## src/verilog/sleep_pkg.sv

```systemverilog
// Purpose: shared constants and types of the sleep and power controller
// Assumes: AXI4-Lite register bus with 32-bit data, byte addresses
// Notes: register byte address is four times its index
package sleep_pkg;

   // ==========================================================
   // register indices and byte addresses
   localparam logic [11:0] IDX_SLEEP_CTRL = 12'h033;
   localparam logic [11:0] IDX_PWR_RED = 12'h064;
   localparam logic [11:0] IDX_DIN_DIS0 = 12'h020;
   localparam logic [11:0] IDX_DIN_DIS1 = 12'h021;
   localparam logic [11:0] IDX_CONFIG = 12'h022;
   localparam logic [11:0] IDX_STATUS = 12'h023;
   localparam logic [11:0] ADDR_SLEEP_CTRL = IDX_SLEEP_CTRL << 2;
   localparam logic [11:0] ADDR_PWR_RED = IDX_PWR_RED << 2;
   localparam logic [11:0] ADDR_DIN_DIS0 = IDX_DIN_DIS0 << 2;
   localparam logic [11:0] ADDR_DIN_DIS1 = IDX_DIN_DIS1 << 2;
   localparam logic [11:0] ADDR_CONFIG = IDX_CONFIG << 2;
   localparam logic [11:0] ADDR_STATUS = IDX_STATUS << 2;

   // ==========================================================
   // fields and reset values
   localparam int SMC_SE_BIT = 0;
   localparam int SMC_MODE_LSB = 1;
   localparam logic [7:0] SMC_RESET = 8'h00;
   localparam logic [7:0] PRR_RESET = 8'h00;
   localparam logic [7:0] PRR_WMASK = 8'hEF;
   localparam int PR_TIM2 = 6;
   localparam int PR_ADC = 0;
   localparam logic [7:0] DIN_DIS_RESET = 8'h00;
   localparam logic [11:0] CFG_RESET = 12'h000;
   localparam int CFG_T2_EN = 0;
   localparam int CFG_T2_ASYNC = 1;
   localparam int CFG_CRYSTAL = 2;
   localparam int CFG_ADC_EN = 3;
   localparam int CFG_ACMP_EN = 4;
   localparam int CFG_ACMP_REF = 5;
   localparam int CFG_BOD_FUSE = 6;
   localparam int CFG_WDT_EN = 7;
   localparam int CFG_DBG_FUSE = 8;
   localparam int CFG_T2_OVF_IE = 9;
   localparam int CFG_T2_CMP_IE = 10;
   localparam int CFG_GIE = 11;

   // ==========================================================
   // timing in cycles of aclk
   localparam logic [7:0] WAKE_HALT_CYCLES = 8'h04;
   localparam logic [7:0] STANDBY_WAKE_CYCLES = 8'h06;
   localparam logic [7:0] OSC_STARTUP_CYCLES = 8'h10;

   localparam logic [1:0] RESP_OKAY = 2'h0;
   localparam logic [1:0] RESP_SLVERR = 2'h2;

   typedef enum logic [2:0] {
      MODE_IDLE = 3'h0,
      MODE_NOISE = 3'h1,
      MODE_PWR_DOWN = 3'h2,
      MODE_PWR_SAVE = 3'h3,
      MODE_RSVD4 = 3'h4,
      MODE_RSVD5 = 3'h5,
      MODE_STANDBY = 3'h6,
      MODE_EXT_STANDBY = 3'h7
   } mode_t;

   typedef enum logic [1:0] {
      ST_ACTIVE = 2'h0,
      ST_ASLEEP = 2'h1,
      ST_STARTUP = 2'h3,
      ST_HALT = 2'h2
   } state_t;

endpackage

```

## src/verilog/sleep_ctrl.sv

```systemverilog
// Purpose: sleep mode controller with clock domain gating and
//          per-peripheral clock shutdown, AXI4-Lite registers
// Assumes: sleep_exec pulses once per executed sleep instruction
// Notes: all outputs are registered, decoded from next state so they change in step with state
`timescale 1ns/10ps

// Overview of operation
// - mode 011 enters power-save on sleep
// - power-save wakes on enabled timer2 events
// - stop unused timer2 oscillator or main clock
// - sync clock in power-save feeds timer2 only
// - mode 110 with crystal enters standby
// - standby wake takes six cycles
// - mode 111 extended standby, six-cycle wake with crystal
// - reduction bit stops clock and register access; timer2 clock stays on when asynchronous
// - clearing reduction bit restarts frozen peripheral
// - module shutdown matters awake or idle, for adc also in noise, for sync timer2 also in power-save and extended standby
// - converter stays enabled; re-enable means extended
// - comparator auto-off in deep sleep modes
// - reference on while detector, comparator, converter need
// - fused brown-out detector runs in all modes
// - enabled watchdog keeps running while asleep
// - input buffers off when io, adc clocks stop
// - input disable registers switch off pin buffers
// - debug fuse keeps main clock during sleep
// - control bits 7:4 read zero, reset zero
// - decode three-bit sleep mode select
// - sleep only when sleep enable set
// - four halt cycles after start-up, then resume
// - power-down stops oscillator and generated clocks
module sleep_ctrl (
   input wire logic aclk,
   input wire logic aresetn,
   input wire logic [11:0] s_axi_awaddr,
   input wire logic s_axi_awvalid,
   output logic s_axi_awready,
   input wire logic [31:0] s_axi_wdata,
   input wire logic [3:0] s_axi_wstrb,
   input wire logic s_axi_wvalid,
   output logic s_axi_wready,
   output logic [1:0] s_axi_bresp,
   output logic s_axi_bvalid,
   input wire logic s_axi_bready,
   input wire logic [11:0] s_axi_araddr,
   input wire logic s_axi_arvalid,
   output logic s_axi_arready,
   output logic [31:0] s_axi_rdata,
   output logic [1:0] s_axi_rresp,
   output logic s_axi_rvalid,
   input wire logic s_axi_rready,
   input wire logic sleep_exec,
   input wire logic ext_wake,
   input wire logic int_irq,
   input wire logic adc_irq,
   input wire logic t2_ovf,
   input wire logic t2_cmp,
   input wire logic adc_conv_start,
   output logic cpu_halted,
   output logic irq_go,
   output logic cpu_clk_en,
   output logic flash_clk_en,
   output logic io_clk_en,
   output logic adc_clk_en,
   output logic async_osc_en,
   output logic main_osc_en,
   output logic t2_sync_clk_en,
   output logic [7:0] periph_clk_en,
   output logic [7:0] periph_reg_en,
   output logic adc_en,
   output logic adc_ext_conv,
   output logic acmp_en,
   output logic vref_en,
   output logic bod_en,
   output logic wdt_en,
   output logic input_buf_en,
   output logic [7:0] din_dis0,
   output logic [7:0] din_dis1
);

   typedef struct packed {
      logic awready;
      logic wready;
      logic aw_ok;
      logic w_ok;
      logic [11:0] awaddr;
      logic [15:0] wdata;
      logic [1:0] wstrb;
      logic bvalid;
      logic [1:0] bresp;
      logic arready;
      logic rvalid;
      logic [1:0] rresp;
      logic [31:0] rdata;
      logic sleep_en;
      logic [2:0] mode_sel;
      logic [7:0] power_reduction_register;
      logic [7:0] did0;
      logic [7:0] did1;
      logic [11:0] cfg;
      sleep_pkg::state_t st;
      sleep_pkg::mode_t cur_mode;
      logic osc_keep;
      logic [7:0] cnt;
      logic adc_ext;
      logic irq_go;
      logic cpu_en;
      logic flash_en;
      logic io_en;
      logic adc_dom;
      logic async_en;
      logic osc_en;
      logic t2s_en;
      logic [7:0] per_en;
      logic acmp_on;
      logic buf_en;
      logic halted;
      logic [7:0] reg_en;
      logic vref;
   } state_all_t;

   state_all_t q_r;
   state_all_t q_nxt;

   // ==========================================================
   // register read decode
   function automatic logic [32:0] reg_read(input logic [11:0] a,
                                            input state_all_t q);
      logic [32:0] r;
      r = {1'b1, 32'h0000_0000};
      unique case (a)
         sleep_pkg::ADDR_SLEEP_CTRL:
            r = {1'b1, 28'h0, q.mode_sel, q.sleep_en};
         sleep_pkg::ADDR_PWR_RED: r = {1'b1, 24'h0, q.power_reduction_register};
         sleep_pkg::ADDR_DIN_DIS0: r = {1'b1, 24'h0, q.did0};
         sleep_pkg::ADDR_DIN_DIS1: r = {1'b1, 24'h0, q.did1};
         sleep_pkg::ADDR_CONFIG: r = {1'b1, 20'h0, q.cfg};
         sleep_pkg::ADDR_STATUS:
            r = {1'b1, 26'h0, q.adc_ext, q.cur_mode, q.st};
         default: r = {1'b0, 32'h0000_0000};
      endcase
      return r;
   endfunction

   logic t2_wake;
   logic wake;
   logic t2_async;
   logic t2_on;
   logic [32:0] rd;
   logic deep;

   always_comb begin
      q_nxt = q_r;
      rd = reg_read(s_axi_araddr, q_r);
      t2_on = q_r.cfg[sleep_pkg::CFG_T2_EN];
      t2_async = q_r.cfg[sleep_pkg::CFG_T2_ASYNC];
      // timer2 events wake only with their mask and global enable
      t2_wake = t2_on & q_r.cfg[sleep_pkg::CFG_GIE] &
                ((t2_ovf & q_r.cfg[sleep_pkg::CFG_T2_OVF_IE]) |
                 (t2_cmp & q_r.cfg[sleep_pkg::CFG_T2_CMP_IE]));
      unique case (q_r.cur_mode)
         sleep_pkg::MODE_IDLE:
            wake = ext_wake | int_irq | adc_irq | t2_wake;
         sleep_pkg::MODE_NOISE:
            wake = ext_wake | adc_irq | (t2_wake & t2_async);
         sleep_pkg::MODE_PWR_SAVE, sleep_pkg::MODE_EXT_STANDBY:
            wake = ext_wake | t2_wake;
         default: wake = ext_wake;
      endcase
      q_nxt.irq_go = 1'b0;

      // ========================================================
      // AXI4-Lite write: address and data in either order
      if (s_axi_awvalid && q_r.awready) begin
         q_nxt.aw_ok = 1'b1;
         q_nxt.awaddr = s_axi_awaddr;
      end
      if (s_axi_wvalid && q_r.wready) begin
         q_nxt.w_ok = 1'b1;
         q_nxt.wdata = s_axi_wdata[15:0];
         q_nxt.wstrb = s_axi_wstrb[1:0];
      end
      if (q_r.bvalid && s_axi_bready) begin
         q_nxt.bvalid = 1'b0;
      end
      if (q_r.aw_ok && q_r.w_ok && !q_r.bvalid) begin
         q_nxt.aw_ok = 1'b0;
         q_nxt.w_ok = 1'b0;
         q_nxt.bvalid = 1'b1;
         q_nxt.bresp = sleep_pkg::RESP_OKAY;
         unique case (q_r.awaddr)
            sleep_pkg::ADDR_SLEEP_CTRL: begin
               if (q_r.wstrb[0]) begin
                  q_nxt.sleep_en = q_r.wdata[sleep_pkg::SMC_SE_BIT];
                  q_nxt.mode_sel =
                     q_r.wdata[sleep_pkg::SMC_MODE_LSB +: 3];
               end
            end
            sleep_pkg::ADDR_PWR_RED: begin
               if (q_r.wstrb[0]) begin
                  // clock stops, peripheral state frozen outside
                  q_nxt.power_reduction_register = q_r.wdata[7:0] &
                              sleep_pkg::PRR_WMASK;
               end
            end
            sleep_pkg::ADDR_DIN_DIS0: begin
               if (q_r.wstrb[0]) begin
                  q_nxt.did0 = q_r.wdata[7:0];
               end
            end
            sleep_pkg::ADDR_DIN_DIS1: begin
               if (q_r.wstrb[0]) begin
                  q_nxt.did1 = q_r.wdata[7:0];
               end
            end
            sleep_pkg::ADDR_CONFIG: begin
               if (q_r.wstrb[0]) begin
                  q_nxt.cfg[7:0] = q_r.wdata[7:0];
               end
               if (q_r.wstrb[1]) begin
                  q_nxt.cfg[11:8] = q_r.wdata[11:8];
               end
            end
            sleep_pkg::ADDR_STATUS: ;
            default: q_nxt.bresp = sleep_pkg::RESP_SLVERR;
         endcase
      end

      // ========================================================
      // AXI4-Lite read, one outstanding
      if (q_r.rvalid && s_axi_rready) begin
         q_nxt.rvalid = 1'b0;
      end
      if (s_axi_arvalid && q_r.arready) begin
         q_nxt.rvalid = 1'b1;
         q_nxt.rdata = rd[31:0];
         q_nxt.rresp = rd[32] ? sleep_pkg::RESP_OKAY :
                                sleep_pkg::RESP_SLVERR;
      end

      // a converter switched off marks the next conversion extended;
      // the set wins over a conversion start in the same cycle
      if (q_r.cfg[sleep_pkg::CFG_ADC_EN] &&
          !q_nxt.cfg[sleep_pkg::CFG_ADC_EN]) begin
         q_nxt.adc_ext = 1'b1;
      end else if (adc_conv_start) begin
         q_nxt.adc_ext = 1'b0;
      end

      // ========================================================
      // sleep sequencer
      unique case (q_r.st)
         sleep_pkg::ST_ACTIVE: begin
            // reserved codes never put the device to sleep
            if (sleep_exec && q_r.sleep_en &&
                q_r.mode_sel != sleep_pkg::MODE_RSVD4 &&
                q_r.mode_sel != sleep_pkg::MODE_RSVD5) begin
               q_nxt.st = sleep_pkg::ST_ASLEEP;
               q_nxt.cur_mode = sleep_pkg::mode_t'(q_r.mode_sel);
               // without a crystal standby falls back to power-down
               q_nxt.osc_keep =
                  q_r.cfg[sleep_pkg::CFG_CRYSTAL];
            end
         end
         sleep_pkg::ST_ASLEEP: begin
            if (wake) begin
               if (q_r.cur_mode == sleep_pkg::MODE_IDLE ||
                   q_r.cur_mode == sleep_pkg::MODE_NOISE) begin
                  q_nxt.st = sleep_pkg::ST_HALT;
                  q_nxt.cnt = sleep_pkg::WAKE_HALT_CYCLES - 8'h01;
               end else begin
                  q_nxt.st = sleep_pkg::ST_STARTUP;
                  if (q_r.osc_keep &&
                      (q_r.cur_mode == sleep_pkg::MODE_STANDBY ||
                       q_r.cur_mode == sleep_pkg::MODE_EXT_STANDBY))
                  begin
                     q_nxt.cnt = sleep_pkg::STANDBY_WAKE_CYCLES -
                                 8'h01;
                  end else begin
                     q_nxt.cnt = sleep_pkg::OSC_STARTUP_CYCLES - 8'h01;
                  end
               end
            end
         end
         sleep_pkg::ST_STARTUP: begin
            q_nxt.cnt = q_r.cnt - 8'h01;
            if (q_r.cnt == 8'h00) begin
               q_nxt.st = sleep_pkg::ST_HALT;
               q_nxt.cnt = sleep_pkg::WAKE_HALT_CYCLES - 8'h01;
            end
         end
         sleep_pkg::ST_HALT: begin
            q_nxt.cnt = q_r.cnt - 8'h01;
            if (q_r.cnt == 8'h00) begin
               q_nxt.st = sleep_pkg::ST_ACTIVE;
               q_nxt.irq_go = 1'b1;
            end
         end
      endcase

      if (!aresetn) begin
         q_nxt = '0;
         q_nxt.mode_sel = sleep_pkg::SMC_RESET[3:1];
         q_nxt.sleep_en = sleep_pkg::SMC_RESET[0];
         q_nxt.power_reduction_register = sleep_pkg::PRR_RESET;
         q_nxt.did0 = sleep_pkg::DIN_DIS_RESET;
         q_nxt.did1 = sleep_pkg::DIN_DIS_RESET;
         q_nxt.cfg = sleep_pkg::CFG_RESET;
         q_nxt.st = sleep_pkg::ST_ACTIVE;
         q_nxt.cur_mode = sleep_pkg::MODE_IDLE;
      end
      q_nxt.awready = !q_nxt.aw_ok && !q_nxt.bvalid;
      q_nxt.wready = !q_nxt.w_ok && !q_nxt.bvalid;
      q_nxt.arready = !q_nxt.rvalid;

      // ========================================================
      // clock domain gates from the next state
      q_nxt.cpu_en = q_nxt.st == sleep_pkg::ST_ACTIVE;
      q_nxt.flash_en = q_nxt.cpu_en;
      q_nxt.io_en = 1'b1;
      q_nxt.adc_dom = 1'b1;
      q_nxt.async_en = q_nxt.cfg[sleep_pkg::CFG_T2_ASYNC];
      q_nxt.osc_en = 1'b1;
      q_nxt.t2s_en = 1'b0;
      deep = 1'b0;
      if (q_nxt.st == sleep_pkg::ST_ASLEEP ||
          q_nxt.st == sleep_pkg::ST_STARTUP) begin
         unique case (q_nxt.cur_mode)
            sleep_pkg::MODE_IDLE: ;
            sleep_pkg::MODE_NOISE: q_nxt.io_en = 1'b0;
            sleep_pkg::MODE_PWR_SAVE, sleep_pkg::MODE_EXT_STANDBY: begin
               deep = 1'b1;
               q_nxt.io_en = 1'b0;
               q_nxt.adc_dom = 1'b0;
               q_nxt.async_en = t2_on & t2_async;
               q_nxt.t2s_en = t2_on & ~t2_async;
               q_nxt.osc_en = q_nxt.t2s_en |
                  (q_nxt.osc_keep && q_nxt.cur_mode ==
                   sleep_pkg::MODE_EXT_STANDBY);
            end
            default: begin
               deep = 1'b1;
               q_nxt.io_en = 1'b0;
               q_nxt.adc_dom = 1'b0;
               q_nxt.async_en = 1'b0;
               q_nxt.osc_en = q_nxt.osc_keep && q_nxt.cur_mode ==
                              sleep_pkg::MODE_STANDBY;
            end
         endcase
         if (q_nxt.st == sleep_pkg::ST_STARTUP) begin
            q_nxt.osc_en = 1'b1;
         end
      end
      if (q_nxt.cfg[sleep_pkg::CFG_DBG_FUSE]) begin
         q_nxt.osc_en = 1'b1;
      end

      // peripheral gates follow their domain, so shutdown only acts
      // while that domain still runs
      q_nxt.per_en = {8{q_nxt.io_en}} & ~q_nxt.power_reduction_register &
                     sleep_pkg::PRR_WMASK;
      q_nxt.per_en[sleep_pkg::PR_ADC] = q_nxt.adc_dom &
         ~q_nxt.power_reduction_register[sleep_pkg::PR_ADC];
      q_nxt.per_en[sleep_pkg::PR_TIM2] =
         q_nxt.cfg[sleep_pkg::CFG_T2_ASYNC] |
         ((q_nxt.io_en | q_nxt.t2s_en) &
          ~q_nxt.power_reduction_register[sleep_pkg::PR_TIM2]);
      q_nxt.acmp_on = q_nxt.cfg[sleep_pkg::CFG_ACMP_EN] & ~deep;
      q_nxt.buf_en = q_nxt.io_en | q_nxt.adc_dom;
      q_nxt.halted = !q_nxt.cpu_en;
      q_nxt.reg_en = ~q_nxt.power_reduction_register & sleep_pkg::PRR_WMASK;
      // reference held up by a comparator on it even while asleep
      q_nxt.vref = q_nxt.cfg[sleep_pkg::CFG_BOD_FUSE] |
                   q_nxt.cfg[sleep_pkg::CFG_ADC_EN] |
                   (q_nxt.cfg[sleep_pkg::CFG_ACMP_EN] &
                    q_nxt.cfg[sleep_pkg::CFG_ACMP_REF]);
   end

   always_ff @(posedge aclk) begin
      q_r <= q_nxt;
   end

   // ==========================================================
   // outputs straight from the state register
   assign s_axi_awready = q_r.awready;
   assign s_axi_wready = q_r.wready;
   assign s_axi_bresp = q_r.bresp;
   assign s_axi_bvalid = q_r.bvalid;
   assign s_axi_arready = q_r.arready;
   assign s_axi_rdata = q_r.rdata;
   assign s_axi_rresp = q_r.rresp;
   assign s_axi_rvalid = q_r.rvalid;
   assign cpu_halted = q_r.halted;
   assign irq_go = q_r.irq_go;
   assign cpu_clk_en = q_r.cpu_en;
   assign flash_clk_en = q_r.flash_en;
   assign io_clk_en = q_r.io_en;
   assign adc_clk_en = q_r.adc_dom;
   assign async_osc_en = q_r.async_en;
   assign main_osc_en = q_r.osc_en;
   assign t2_sync_clk_en = q_r.t2s_en;
   assign periph_clk_en = q_r.per_en;
   assign periph_reg_en = q_r.reg_en;
   assign adc_en = q_r.cfg[sleep_pkg::CFG_ADC_EN];
   assign adc_ext_conv = q_r.adc_ext;
   assign acmp_en = q_r.acmp_on;
   assign vref_en = q_r.vref;
   assign bod_en = q_r.cfg[sleep_pkg::CFG_BOD_FUSE];
   assign wdt_en = q_r.cfg[sleep_pkg::CFG_WDT_EN];
   assign input_buf_en = q_r.buf_en;
   assign din_dis0 = q_r.did0;
   assign din_dis1 = q_r.did1;

endmodule

```

## config.mk

```make
export PLATFORM = sky130hd
export DESIGN_NAME = sleep_ctrl
export DESIGN_NICKNAME = d
export VERILOG_FILES = /design/src/verilog/sleep_pkg.sv /design/src/verilog/sleep_ctrl.sv
export SDC_FILE = /design/constraint.sdc
export NUM_CORES = 1
export LEC_CHECK = 0
export BUFFER_PORTS_ARGS = -buffer_cell sky130_fd_sc_hd__buf_2
export CAP_MARGIN = 20
export CORE_UTILIZATION = 42
export CTS_CLUSTER_DIAMETER = 120
export CTS_CLUSTER_SIZE = 30
export DETAILED_ROUTE_END_ITERATION = 10
export PLACE_DENSITY = 0.68
export SLEW_MARGIN = 20
export SYNTH_ARGS = -nofsm -noshare
export SYNTH_HDL_FRONTEND = slang
export SYNTH_SLANG_ARGS = --single-unit
```

## constraint.sdc

```tcl
create_clock -name aclk -period 5.6 [get_ports aclk]
set_input_delay 0.56 -clock aclk [delete_from_list [all_inputs] [get_ports aclk]]
set_output_delay 0.56 -clock aclk [all_outputs]
set_load 0.005 [all_outputs]
```

==> reports/results.txt, run 1 <==
DP HPWL: 9610 um
Most frequent cell after synthesis: dfxtp_1
Yosys top cell by area: dfxtp_1
Setup Skew: 0.00824 ns
CP Launch Point: q_r[144]$_SDFFE_PN0P_
Crit path max-delay cell type: nand4_1
Min-delay src: s_axi_awaddr[9]
# port buffers: 116
Chip height: 117 um
Critical Path Source Type: register
Worst hold margin: 0.384 ns
GRT Util Overall: 19.7%
CP Capture Type: register
Synth area leaders: dfxtp_1 46%, buf_4 9.4%, mux2i_1 7.6%, nand2_1 5.5%, nor2_1 4.3%
Detail Route Antenna Nets: 0
DIE AREA: 13600 um2
Num CTS Buffers: 17
Synth cell types: 58
Worst-skew pair later-pin latency: 0.42 ns
CTS sink count: 127
Setup TNS Final: 0 ns
Syn Inst Count: 616
IO Count: 163
First-pass GRT wire length: 20100 um
Placed inst area: 5780 um2
Async SR Flop Fraction: 0%
Final nets: 754
Initial core utilization: 43.4%
Cells on Worst Hold Path: 3
Final Hold Viols: 0
Sequential area share after synthesis: 46.0%
WL/cell: 15.1 um
CTS root buffer: clkbuf_16
Synth-to-Final Area Change: 15.0%
Fin area: 6350 um2
Initial DRT Pass Iterations: 4
Final max-slew violation count: 0
Hold Path Class: in -> reg
Leak: 0.00284 uW
Worst-path fanout max: 9
Pwr/cell area: 333 nW/um2
Maximum clock insertion buffer count: 2
Status: finished, final reports clean
Detailed-route DRC error count: 0
Core footprint: 12700 um2
Chip width: 117 um
FF-to-FF path depth: 6
Largest net degree at the start of global routing: 52
CP Cell Sequence: or2_2, nor4b_1, nand4_1, mux2i_1, nor2_1, a211o_1
CTS tree: yes
Slowest Stage Delay on Critical Path: 0.60 ns
Post_cts resized: 0
Cell internal pwr: 1660 uW
Final setup vio count: 0
Sw Ratio: 21.6%
Avg Vias per Cell: 5.02
Clk pwr share: 50.4%
Drt first-iter violations: 210
Crit path kind: reg -> reg
Post-synth EDFFs: 0
Initial antenna violation count: 0
Syn Area/Cell: 8.97 um2
CTS clk-pin slew, worst paths: 0.05 ns
Row cnt: 41
Period utilisation layout: 44.3%
N_diodes: 0
Vias: 4331
Worst path arrival time: 2.78 ns
Synth warn: 0
Core Util, Final: 50.0%
Vias in the first global route: 4052
Worst-Margin Slew: 0.843 ns
RD Place Congestion: 0.800
Synth top area share: 46.0%
Synth Register Bits: 127
Min Tclk post-route: 2.48 ns
Hold Buf Count CTS: 0
H-tree Lvls: 4
Commonest cells in the netlist: 127 x dfxtp_1, 81 x nand2_1, 69 x buf_4
# Post-CTS Setup Buffers: 0
Sw power: 458 uW
Max-slew headroom: 43.7%
Max Cap Viol: 0
WP data required: 5.90 ns
Total wire length: 13000 um
Peak supply drop: 0.172 mV
Logic pwr share: 5.0%
Post-synthesis cell area: 5520 um2
Sequential power share: 44.6%
RSZ-0062 raised after global routing: no
Max Fclk: 403 MHz
Critical R2R Launch: q_r[144]$_SDFFE_PN0P_
Primary FF master, synth: dfxtp_1
Layout cells sized above 1: 23.0%
Overflow after GRT: 0
power groups by stage:
stage / registers [uW] / clock network, uW / logic (uW)
CTS: 944 / 1080 / 106
global route: 946 / 1130 / 120
global placement: 961 / 0 / 102
floorplan: 957 / 0 / 81.1
finish: 944 / 1070 / 106
detailed placement: 963 / 0 / 105
layout make-up:
cell class | count | area (um2)
clock inverters | 6 | 82.6
multi-input cells | 398 | 2370
fillers | 1276 | 6370
inverters | 18 | 67.6
well taps | 172 | 215
clock buffers | 24 | 492
flip-flops and latches | 127 | 2540
repair buffers | 117 | 588
worst paths after layout:
kind / end / slack (ns)
setup / recovery: vref_en$_DFF_P_ / 3.12
hold / removal: q_r[149]$_SDFFE_PN0P_ / 0.38
setup reg to reg: vref_en$_DFF_P_ / 3.12
hold reg to reg: q_r[123]$_SDFFE_PN0P_ / 0.45
state kept, by name, summed over array words and instances, names as in the netlist, 7 cells and up:
name,cells
q_r,63
din_dis1,8
din_dis0,8
periph_reg_en,7
s_axi_rdata,12
periph_clk_en,7
cell usage in the layout (no fill, tap or decap), drive strengths merged, types with 5 or more instances in the layout:
cell and n:
mux2i 42, a21oi 47, nand2 82, and2 9, nor2 64, nor3 8, mux4 6, conb 24
buf 117, dfxtp 127, a31oi 7, nor4 5, nand4 5, inv 18, a22oi 13, nand3 9
clkbuf 24, o21ai 24, nor2b 5
critical path: cells and delay by family (launching register included):
family,cells,cell delay (ns)
and+or+nand+nor,4,1.40
muxes,1,0.33
DFF,1,0.32
AOI/OAI and AO/OA,1,0.33
logic make-up (layout without fill, tap and decap cells):
group | Yosys count | after routing | synth area share, %
flops | 127 | 127 | 46.0
compound gates | 114 | 114 | 13.0
fa+ha+maj | 1 | 1 | 0.226
buf+inv | 114 | 165 | 12.7
simple gates | 211 | 211 | 17.8
other cells | 1 | 24 | 0.0679
mux | 48 | 48 | 10.1
through the flow:
step | total power (uW) | setup WS [ns] | instances
3_5_place_dp | 1070 | 2.71 | 832
4_1_cts | 2130 | 3.11 | 862
6_report | 2120 | 3.12 | 862
2_1_floorplan | 1040 | 3.48 | 639
5_1_grt | 2190 | 2.96 | 862
3_3_place_gp | 1060 | 2.77 | 832
layer usage:
| layer | share of wire [%] | up-vias | global-route usage [%] |
|---|---|---|---|
| met5 | 0 | - | 0 |
| met4 | 1.5 | 0 | 8.95 |
| met3 | 6.3 | 14 | 5.71 |
| met2 | 48 | 130 | 32.0 |
| met1 | 45 | 2037 | 24.2 |
| li1 | - | 2150 | - |
(Power assumes the default switching activity.)
==> run 2, diff against run 1 <==
--- a/config.mk
+++ b/config.mk
@@ -5,6 +5,7 @@
 export SDC_FILE = /design/constraint.sdc
 export NUM_CORES = 1
 export LEC_CHECK = 0
+export ABC_AREA = 1
 export BUFFER_PORTS_ARGS = -buffer_cell sky130_fd_sc_hd__buf_2
 export CAP_MARGIN = 20
 export CORE_UTILIZATION = 42
==> constraint.sdc (replaced) <==
create_clock -name aclk -period 2.5 [get_ports aclk]
set_input_delay 0.25 -clock aclk [delete_from_list [all_inputs] [get_ports aclk]]
set_output_delay 0.25 -clock aclk [all_outputs]
set_load 0.005 [all_outputs]
==> reports/results.txt, run 2 <==
Area of the multi-input gates: 2360 um2 (-0.32%)
Total wire length: 14100 um (+8.9%)
GRT Util Overall: 20.4% (+0.68 points)
Worst-path fanout max: 12 (+3)
Synth area leaders: dfxtp_1 44%, buf_4 9.0%, nand2_1 7.9%, nor2_1 7.4%, o21ai_0 6.5%
Post-synthesis cell area: 5820 um2 (+5.3%)
Period utilisation layout: 73.4% (+29 points)
Critical Path Source Type: register
Leak: 0.00309 uW (+9.0%)
Critical path buffer and inverter count: 1 (+1)
Final setup vio count: 0 (unchanged)
Worst-skew pair later-pin latency: 0.42 ns (about the same)
Pwr/cell area: 715 nW/um2 (+110%)
Logic pwr share: 5.8% (+0.8 points)
Max-slew headroom: 62.5% (+19 points)
Synth top area share: 43.7% (-2.3 points)
Final nets: 942 (+25%)
First-pass GRT wire length: 22400 um (+11%)
CTS clk-pin slew, worst paths: 0.05 ns (about the same)
Vias in the first global route: 4404 (+8.7%)
Synth Register Bits: 127 (unchanged)
Overflow after GRT: 0 (unchanged)
Chip height: 120 um (+2.6%)
Filler cells: 1368 (+7.2%)
Syn Inst Count: 793 (+29%)
Hold Buf Count CTS: 0 (unchanged)
RSZ-0062 raised after global routing: no
H-tree Lvls: 4 (unchanged)
Syn Area/Cell: 7.33 um2 (-18%)
Drt first-iter violations: 317 (+51%)
Layout cells sized above 1: 19.9% (-3.1 points)
Detail Route Antenna Nets: 0 (unchanged)
Maximum clock insertion buffer count: 2 (unchanged)
CP top delay family: simple AND/OR/NAND/NOR gates
Vias: 4973 (+15%)
Worst path arrival time: 2.18 ns (-0.60 ns)
Min Tclk post-route: 1.84 ns (-0.647 ns)
Sequential power share: 44.4% (-0.2 points)
Synth-to-Final Area Change: 15.0% (about the same)
Commonest cells in the netlist: 127 x dfxtp_1, 123 x nand2_1, 115 x nor2_1
CTS tree: yes
Post_cts resized: 0 (unchanged)
Chip width: 120 um (+2.6%)
Sw power: 1070 uW (+130%)
Setup Skew: 0.00459 ns (-0.00364 ns)
Post-synth EDFFs: 0 (unchanged)
Final Hold Viols: 0 (unchanged)
Register area: 2540 um2 (unchanged)
Worst-Margin Slew: 0.561 ns (-0.282 ns)
Final max-slew violation count: 0 (unchanged)
Synth warn: 0 (unchanged)
DIE AREA: 14300 um2 (+5.2%)
Initial DRT Pass Iterations: 5 (+1)
Largest net degree at the start of global routing: 55 (+5.8%)
Core footprint: 13300 um2 (+4.9%)
Yosys top cell by area: dfxtp_1
Initial core utilization: 43.6% (+0.15 points)
Hold Path Class: in -> reg
Crit path max-delay cell type: nand3_1
Primary FF master, synth: dfxtp_1
Async SR Flop Fraction: 0% (unchanged)
Initial antenna violation count: 0 (unchanged)
IO Count: 163 (unchanged)
Inst Count DP: 1024 (+23%)
Largest register FFs: 63 (unchanged)
Cell internal pwr: 3710 uW (+120%)
Met1 Wirelength: 6940 um (+20%)
Detailed-route DRC error count: 0 (unchanged)
Crit path kind: reg -> reg
# port buffers: 116 (unchanged)
N_diodes: 0 (unchanged)
Max Cap Viol: 0 (unchanged)
Most common cell after layout, fill and taps aside: dfxtp_1
Setup TNS Final: 0 ns (unchanged)
# Post-CTS Setup Buffers: 0 (unchanged)
Most frequent cell after synthesis: dfxtp_1
Sw Ratio: 22.3% (+0.71 points)
Max Fclk: 545 MHz (+35%)
Num CTS Buffers: 17 (unchanged)
DP HPWL: 10500 um (+9.8%)
CP Capture Type: register
Row cnt: 42 (+2.4%)
Peak supply drop: 0.410 mV (+140%)
Sequential area share after synthesis: 43.7% (-2.3 points)
Most frequent cells in the layout: 127 x dfxtp_1, 123 x nand2_1, 116 x buf_2
CP Cell Sequence: nor2_1, nand3_1, nor2_4, nand3_1, inv_1, o21ai_0, a21oi_1
WL/cell: 13.4 um (-11%)
Status: finished, final reports clean
CTS root buffer: clkbuf_16
RD Place Congestion: 0.874 (+9.2%)
Avg Vias per Cell: 4.71 (-6.2%)
Max Used Layer: met4
Met2 Wirelength: 5850 um (-5.7%)
CTS sink count: 127 (unchanged)
Synth cell types: 41 (-29%)
Clk pwr share: 49.8% (-0.6 points)
Met3 wire length: 947 um (+16%)
Most Frequent Cell on Critical Path: nand3_1
WP data required: 2.85 ns (-3.05 ns)
Largest reg by FF count: q_r
Slowest Stage Delay on Critical Path: 0.39 ns (-0.21 ns)
Final Non-Filler Cells: 1055 (+22%)
run 2: worst paths after layout:
path                                 start                        to  slack (ns)  cells past startpoint
hold / removal             s_axi_awaddr[4]     q_r[144]$_SDFFE_PN0P_        0.08                      3
setup / recovery     q_r[144]$_SDFFE_PN0P_  din_dis0[6]$_SDFFE_PN0P_        0.66                      7
setup reg to reg     q_r[144]$_SDFFE_PN0P_  din_dis0[6]$_SDFFE_PN0P_        0.66                      7
hold reg to reg   din_dis0[7]$_SDFFE_PN0P_  din_dis0[7]$_SDFFE_PN0P_        0.46                      2
run 2: worst reg2reg max path, delay by kind of cell, from the launching register on:
| kind | cells | cell delay [ns] |
|---|---|---|
| DFF | 1 | 0.32 |
| AOI/OAI and AO/OA | 2 | 0.23 |
| and+or+nand+nor | 4 | 0.92 |
| buffers and inverters | 1 | 0.30 |
run 2: layout make-up:
type / count / area share [%]
inverters: 101 / 5.67
clock buffers: 25 / 7.26
repair buffers: 121 / 9.24
flip-flops and latches: 127 / 38.0
multi-input cells: 499 / 35.3
well taps: 176 / 3.29
clock inverters: 6 / 1.23
run 2: cells by family after synthesis:
family / share of synthesized area (%)
other: 0.0645
AO/OA/AOI/OAI: 13.6
flip-flops: 43.7
XOR/XNOR: 0.151
buffers and inverters: 17.2
adder cells (fa/ha/maj): 0.215
AND/OR/NAND/NOR: 25.1
run 2: per-stage QoR:
step / utilization, % / instance area [um2] / setup slack [ns] / hold WS, ns / total power (uW)
finish: 50.1 / 6690 / 0.664 / 0.0819 / 4780
global route: 50.1 / 6690 / 0.492 / 0.0800 / 4950
CTS: 50.1 / 6690 / 0.690 / 0.0685 / 4810
detailed placement: 45.8 / 6120 / 0.726 / 0.452 / 2440
global placement: 45.8 / 6120 / 0.755 / 0.448 / 2440
floorplan: - / 5900 / 1.05 / 0.413 / 2370
run 2: power by group through the flow:
stage                     registers [uW]  logic [uW]  clock network [uW]
after CTS                           2120         278                2410
after global placement              2160         273                   0
after global routing                2130         317                2510
final                               2120         277                2380
after floorplan                     2150         215                   0
after detailed placement            2160         276                   0
run 2: layer usage:
layer  GRT usage [%]  vias up
met1            27.9     2217
met5               0        -
li1                -     2585
met2            29.1      146
met4            10.2        0
met3            5.94       25
==> run 3, diff against run 2 <==
==> constraint.sdc (replaced) <==
create_clock -name aclk -period 1.8 [get_ports aclk]
set_input_delay 0.18 -clock aclk [delete_from_list [all_inputs] [get_ports aclk]]
set_output_delay 0.18 -clock aclk [all_outputs]
set_load 0.005 [all_outputs]
==> reports/results.txt, run 3 (synthesis results as in run 2) <==
Detail Route Antenna Nets: 0 (unchanged)
RSZ-0062 raised after global routing: yes
Largest reg by FF count: q_r
CP Capture Type: register
Initial DRT Pass Iterations: 5 (unchanged)
Core footprint: 13300 um2 (unchanged)
Status: finished, final reports clean
WL/cell: 13.3 um (-1.1%)
Vias: 5119 (+2.9%)
Initial core utilization: 43.6% (unchanged)
CTS clk-pin slew, worst paths: 0.06 ns (about the same)
RD Place Congestion: 0.869 (-0.56%)
Hold Path Class: in -> reg
Setup Skew: 0.00723 ns (+0.00264 ns)
WP data required: 2.09 ns (-0.76 ns)
Initial antenna violation count: 0 (unchanged)
Final max-slew violation count: 0 (unchanged)
Period utilisation layout: 94.2% (+21 points)
Critical path buffer and inverter count: 2 (+1)
Worst path arrival time: 1.98 ns (-0.20 ns)
Detailed-route DRC error count: 0 (unchanged)
Pwr/cell area: 947 nW/um2 (+32%)
Final setup vio count: 0 (unchanged)
DP HPWL: 10700 um (+1.5%)
Placed inst area: 6190 um2 (+1.2%)
Maximum clock insertion buffer count: 2 (unchanged)
# port buffers: 116 (unchanged)
IO Count: 163 (unchanged)
H-tree Lvls: 4 (unchanged)
Min Tclk post-route: 1.70 ns (-0.141 ns)
CP Cell Sequence: inv_1, nand2_2, nor3_4, nand4_1, nor2_4, buf_4, o21ai_0, nor2_1, a21oi_1
Final Hold Viols: 0 (unchanged)
Peak supply drop: 0.654 mV (+59%)
Worst-skew pair later-pin latency: 0.41 ns (about the same)
Leak: 0.00314 uW (+1.4%)
Max Fclk: 590 MHz (+8.3%)
CTS root buffer: clkbuf_16
Avg Vias per Cell: 4.78 (+1.5%)
CTS tree: yes
Overflow after GRT: 0 (unchanged)
Total wire length: 14200 um (+0.29%)
Chip height: 120 um (unchanged)
First-pass GRT wire length: 22600 um (+1.2%)
N_diodes: 0 (unchanged)
GRT Util Overall: 20.5% (+0.10 points)
Largest register FFs: 63 (unchanged)
Chip width: 120 um (unchanged)
Synth-to-Final Area Change: 16.8%
Crit path kind: reg -> reg
Max Cap Viol: 0 (unchanged)
Vias in the first global route: 4494 (+2.0%)
CP top delay family: simple AND/OR/NAND/NOR gates
Core Util, Final: 50.9% (+0.78 points)
Critical Path Source Type: register
Num CTS Buffers: 17 (unchanged)
Drt first-iter violations: 283 (-11%)
Row cnt: 42 (unchanged)
Worst-path fanout max: 5 (-7)
Most common cell after layout, fill and taps aside: dfxtp_1
Setup TNS Final: 0 ns (unchanged)
Layout cells sized above 1: 21.9% (+2.0 points)
Most frequent cells in the layout: 127 x dfxtp_1, 123 x nand2_1, 116 x buf_2
Fin area: 6790 um2 (+1.6%)
Final nets: 956 (+1.5%)
Largest net degree at the start of global routing: 26 (-53%)
Crit path max-delay cell type: dfxtp_1
CTS sink count: 127 (unchanged)
Slowest Stage Delay on Critical Path: 0.29 ns (-0.10 ns)
DIE AREA: 14300 um2 (unchanged)
==> run 3: changes by cell type in the layout (fill, tap and decap cells not counted), moves of 2 or more <==
cell / before / now
nand3_1: 45 / 43
nor2_2: 2 / 6
nand3_2: 2 / 4
buf_4: 5 / 19
nor2_1: 115 / 111
bufinv_16: 2 / 0
==> run 3: final cells by class <==
class | instances | area, um2
fillers | 1387 | 6560
flip-flops and latches | 127 | 2540
multi-input cells | 499 | 2390
repair buffers | 135 | 723
clock buffers | 27 | 503
inverters | 101 | 379
well taps | 176 | 220
clock inverters | 5 | 30.0
==> run 3: metrics by stage <==
step,std cells,total power (uW),setup WS [ns],hold WS [ns]
2_1_floorplan,816,3290,0.350,0.343
3_3_place_gp,1034,3390,0.133,0.435
3_5_place_dp,1034,3400,0.115,0.438
4_1_cts,1066,6470,0.0832,0.00878
5_1_grt,1070,6680,-0.0293,0.0124
6_report,1070,6430,0.105,0.0172
==> run 3: worst reg2reg max path: stages, from the launching register on <==
cell,delay [ns]
dfxtp_1,0.29
inv_1,0.07
nand2_2,0.11
nor3_4,0.16
nand4_1,0.20
nor2_4,0.18
buf_4,0.16
o21ai_0,0.08
nor2_1,0.25
a21oi_1,0.07
==> run 3: routing by layer <==
| metal | global-route usage (%) | share of wire, % | vias to the layer above |
|---|---|---|---|
| met5 | 0 | 0 | - |
| met4 | 6.64 | 1.6 | 0 |
| met3 | 6.27 | 7.6 | 16 |
| met2 | 30.1 | 43 | 186 |
| met1 | 28.5 | 48 | 2294 |
| li1 | - | - | 2623 |
==> run 3: final timing paths <==
path                               startpoint  slack (ns)                     endpoint  cells past startpoint
setup / recovery        q_r[140]$_SDFFE_PN0P_        0.10     periph_clk_en[7]$_DFF_P_                      9
hold / removal                s_axi_awaddr[4]        0.02        q_r[144]$_SDFFE_PN0P_                      3
setup reg to reg        q_r[140]$_SDFFE_PN0P_        0.10     periph_clk_en[7]$_DFF_P_                      9
hold reg to reg   s_axi_rdata[4]$_SDFFE_PN0P_        0.46  s_axi_rdata[4]$_SDFFE_PN0P_                      2
==> run 3: power by group <==
part / switching, uW / internal (uW) / leakage, uW / total (uW)
Combinational: 254 / 147 / 0.00185 / 402
Sequential: 59.6 / 2890 / 0.00103 / 2950
Clock: 1180 / 1900 / 0.000257 / 3080
==> run 3: timing repair <==
| item | CTS | global route |
|---|---|---|
| buffers inserted | 0 | 4 |
| gates resized for setup | 0 | 12 |
| endpoints found under the setup margin | 0 | 23 |
| hold buffers | 0 | 0 |
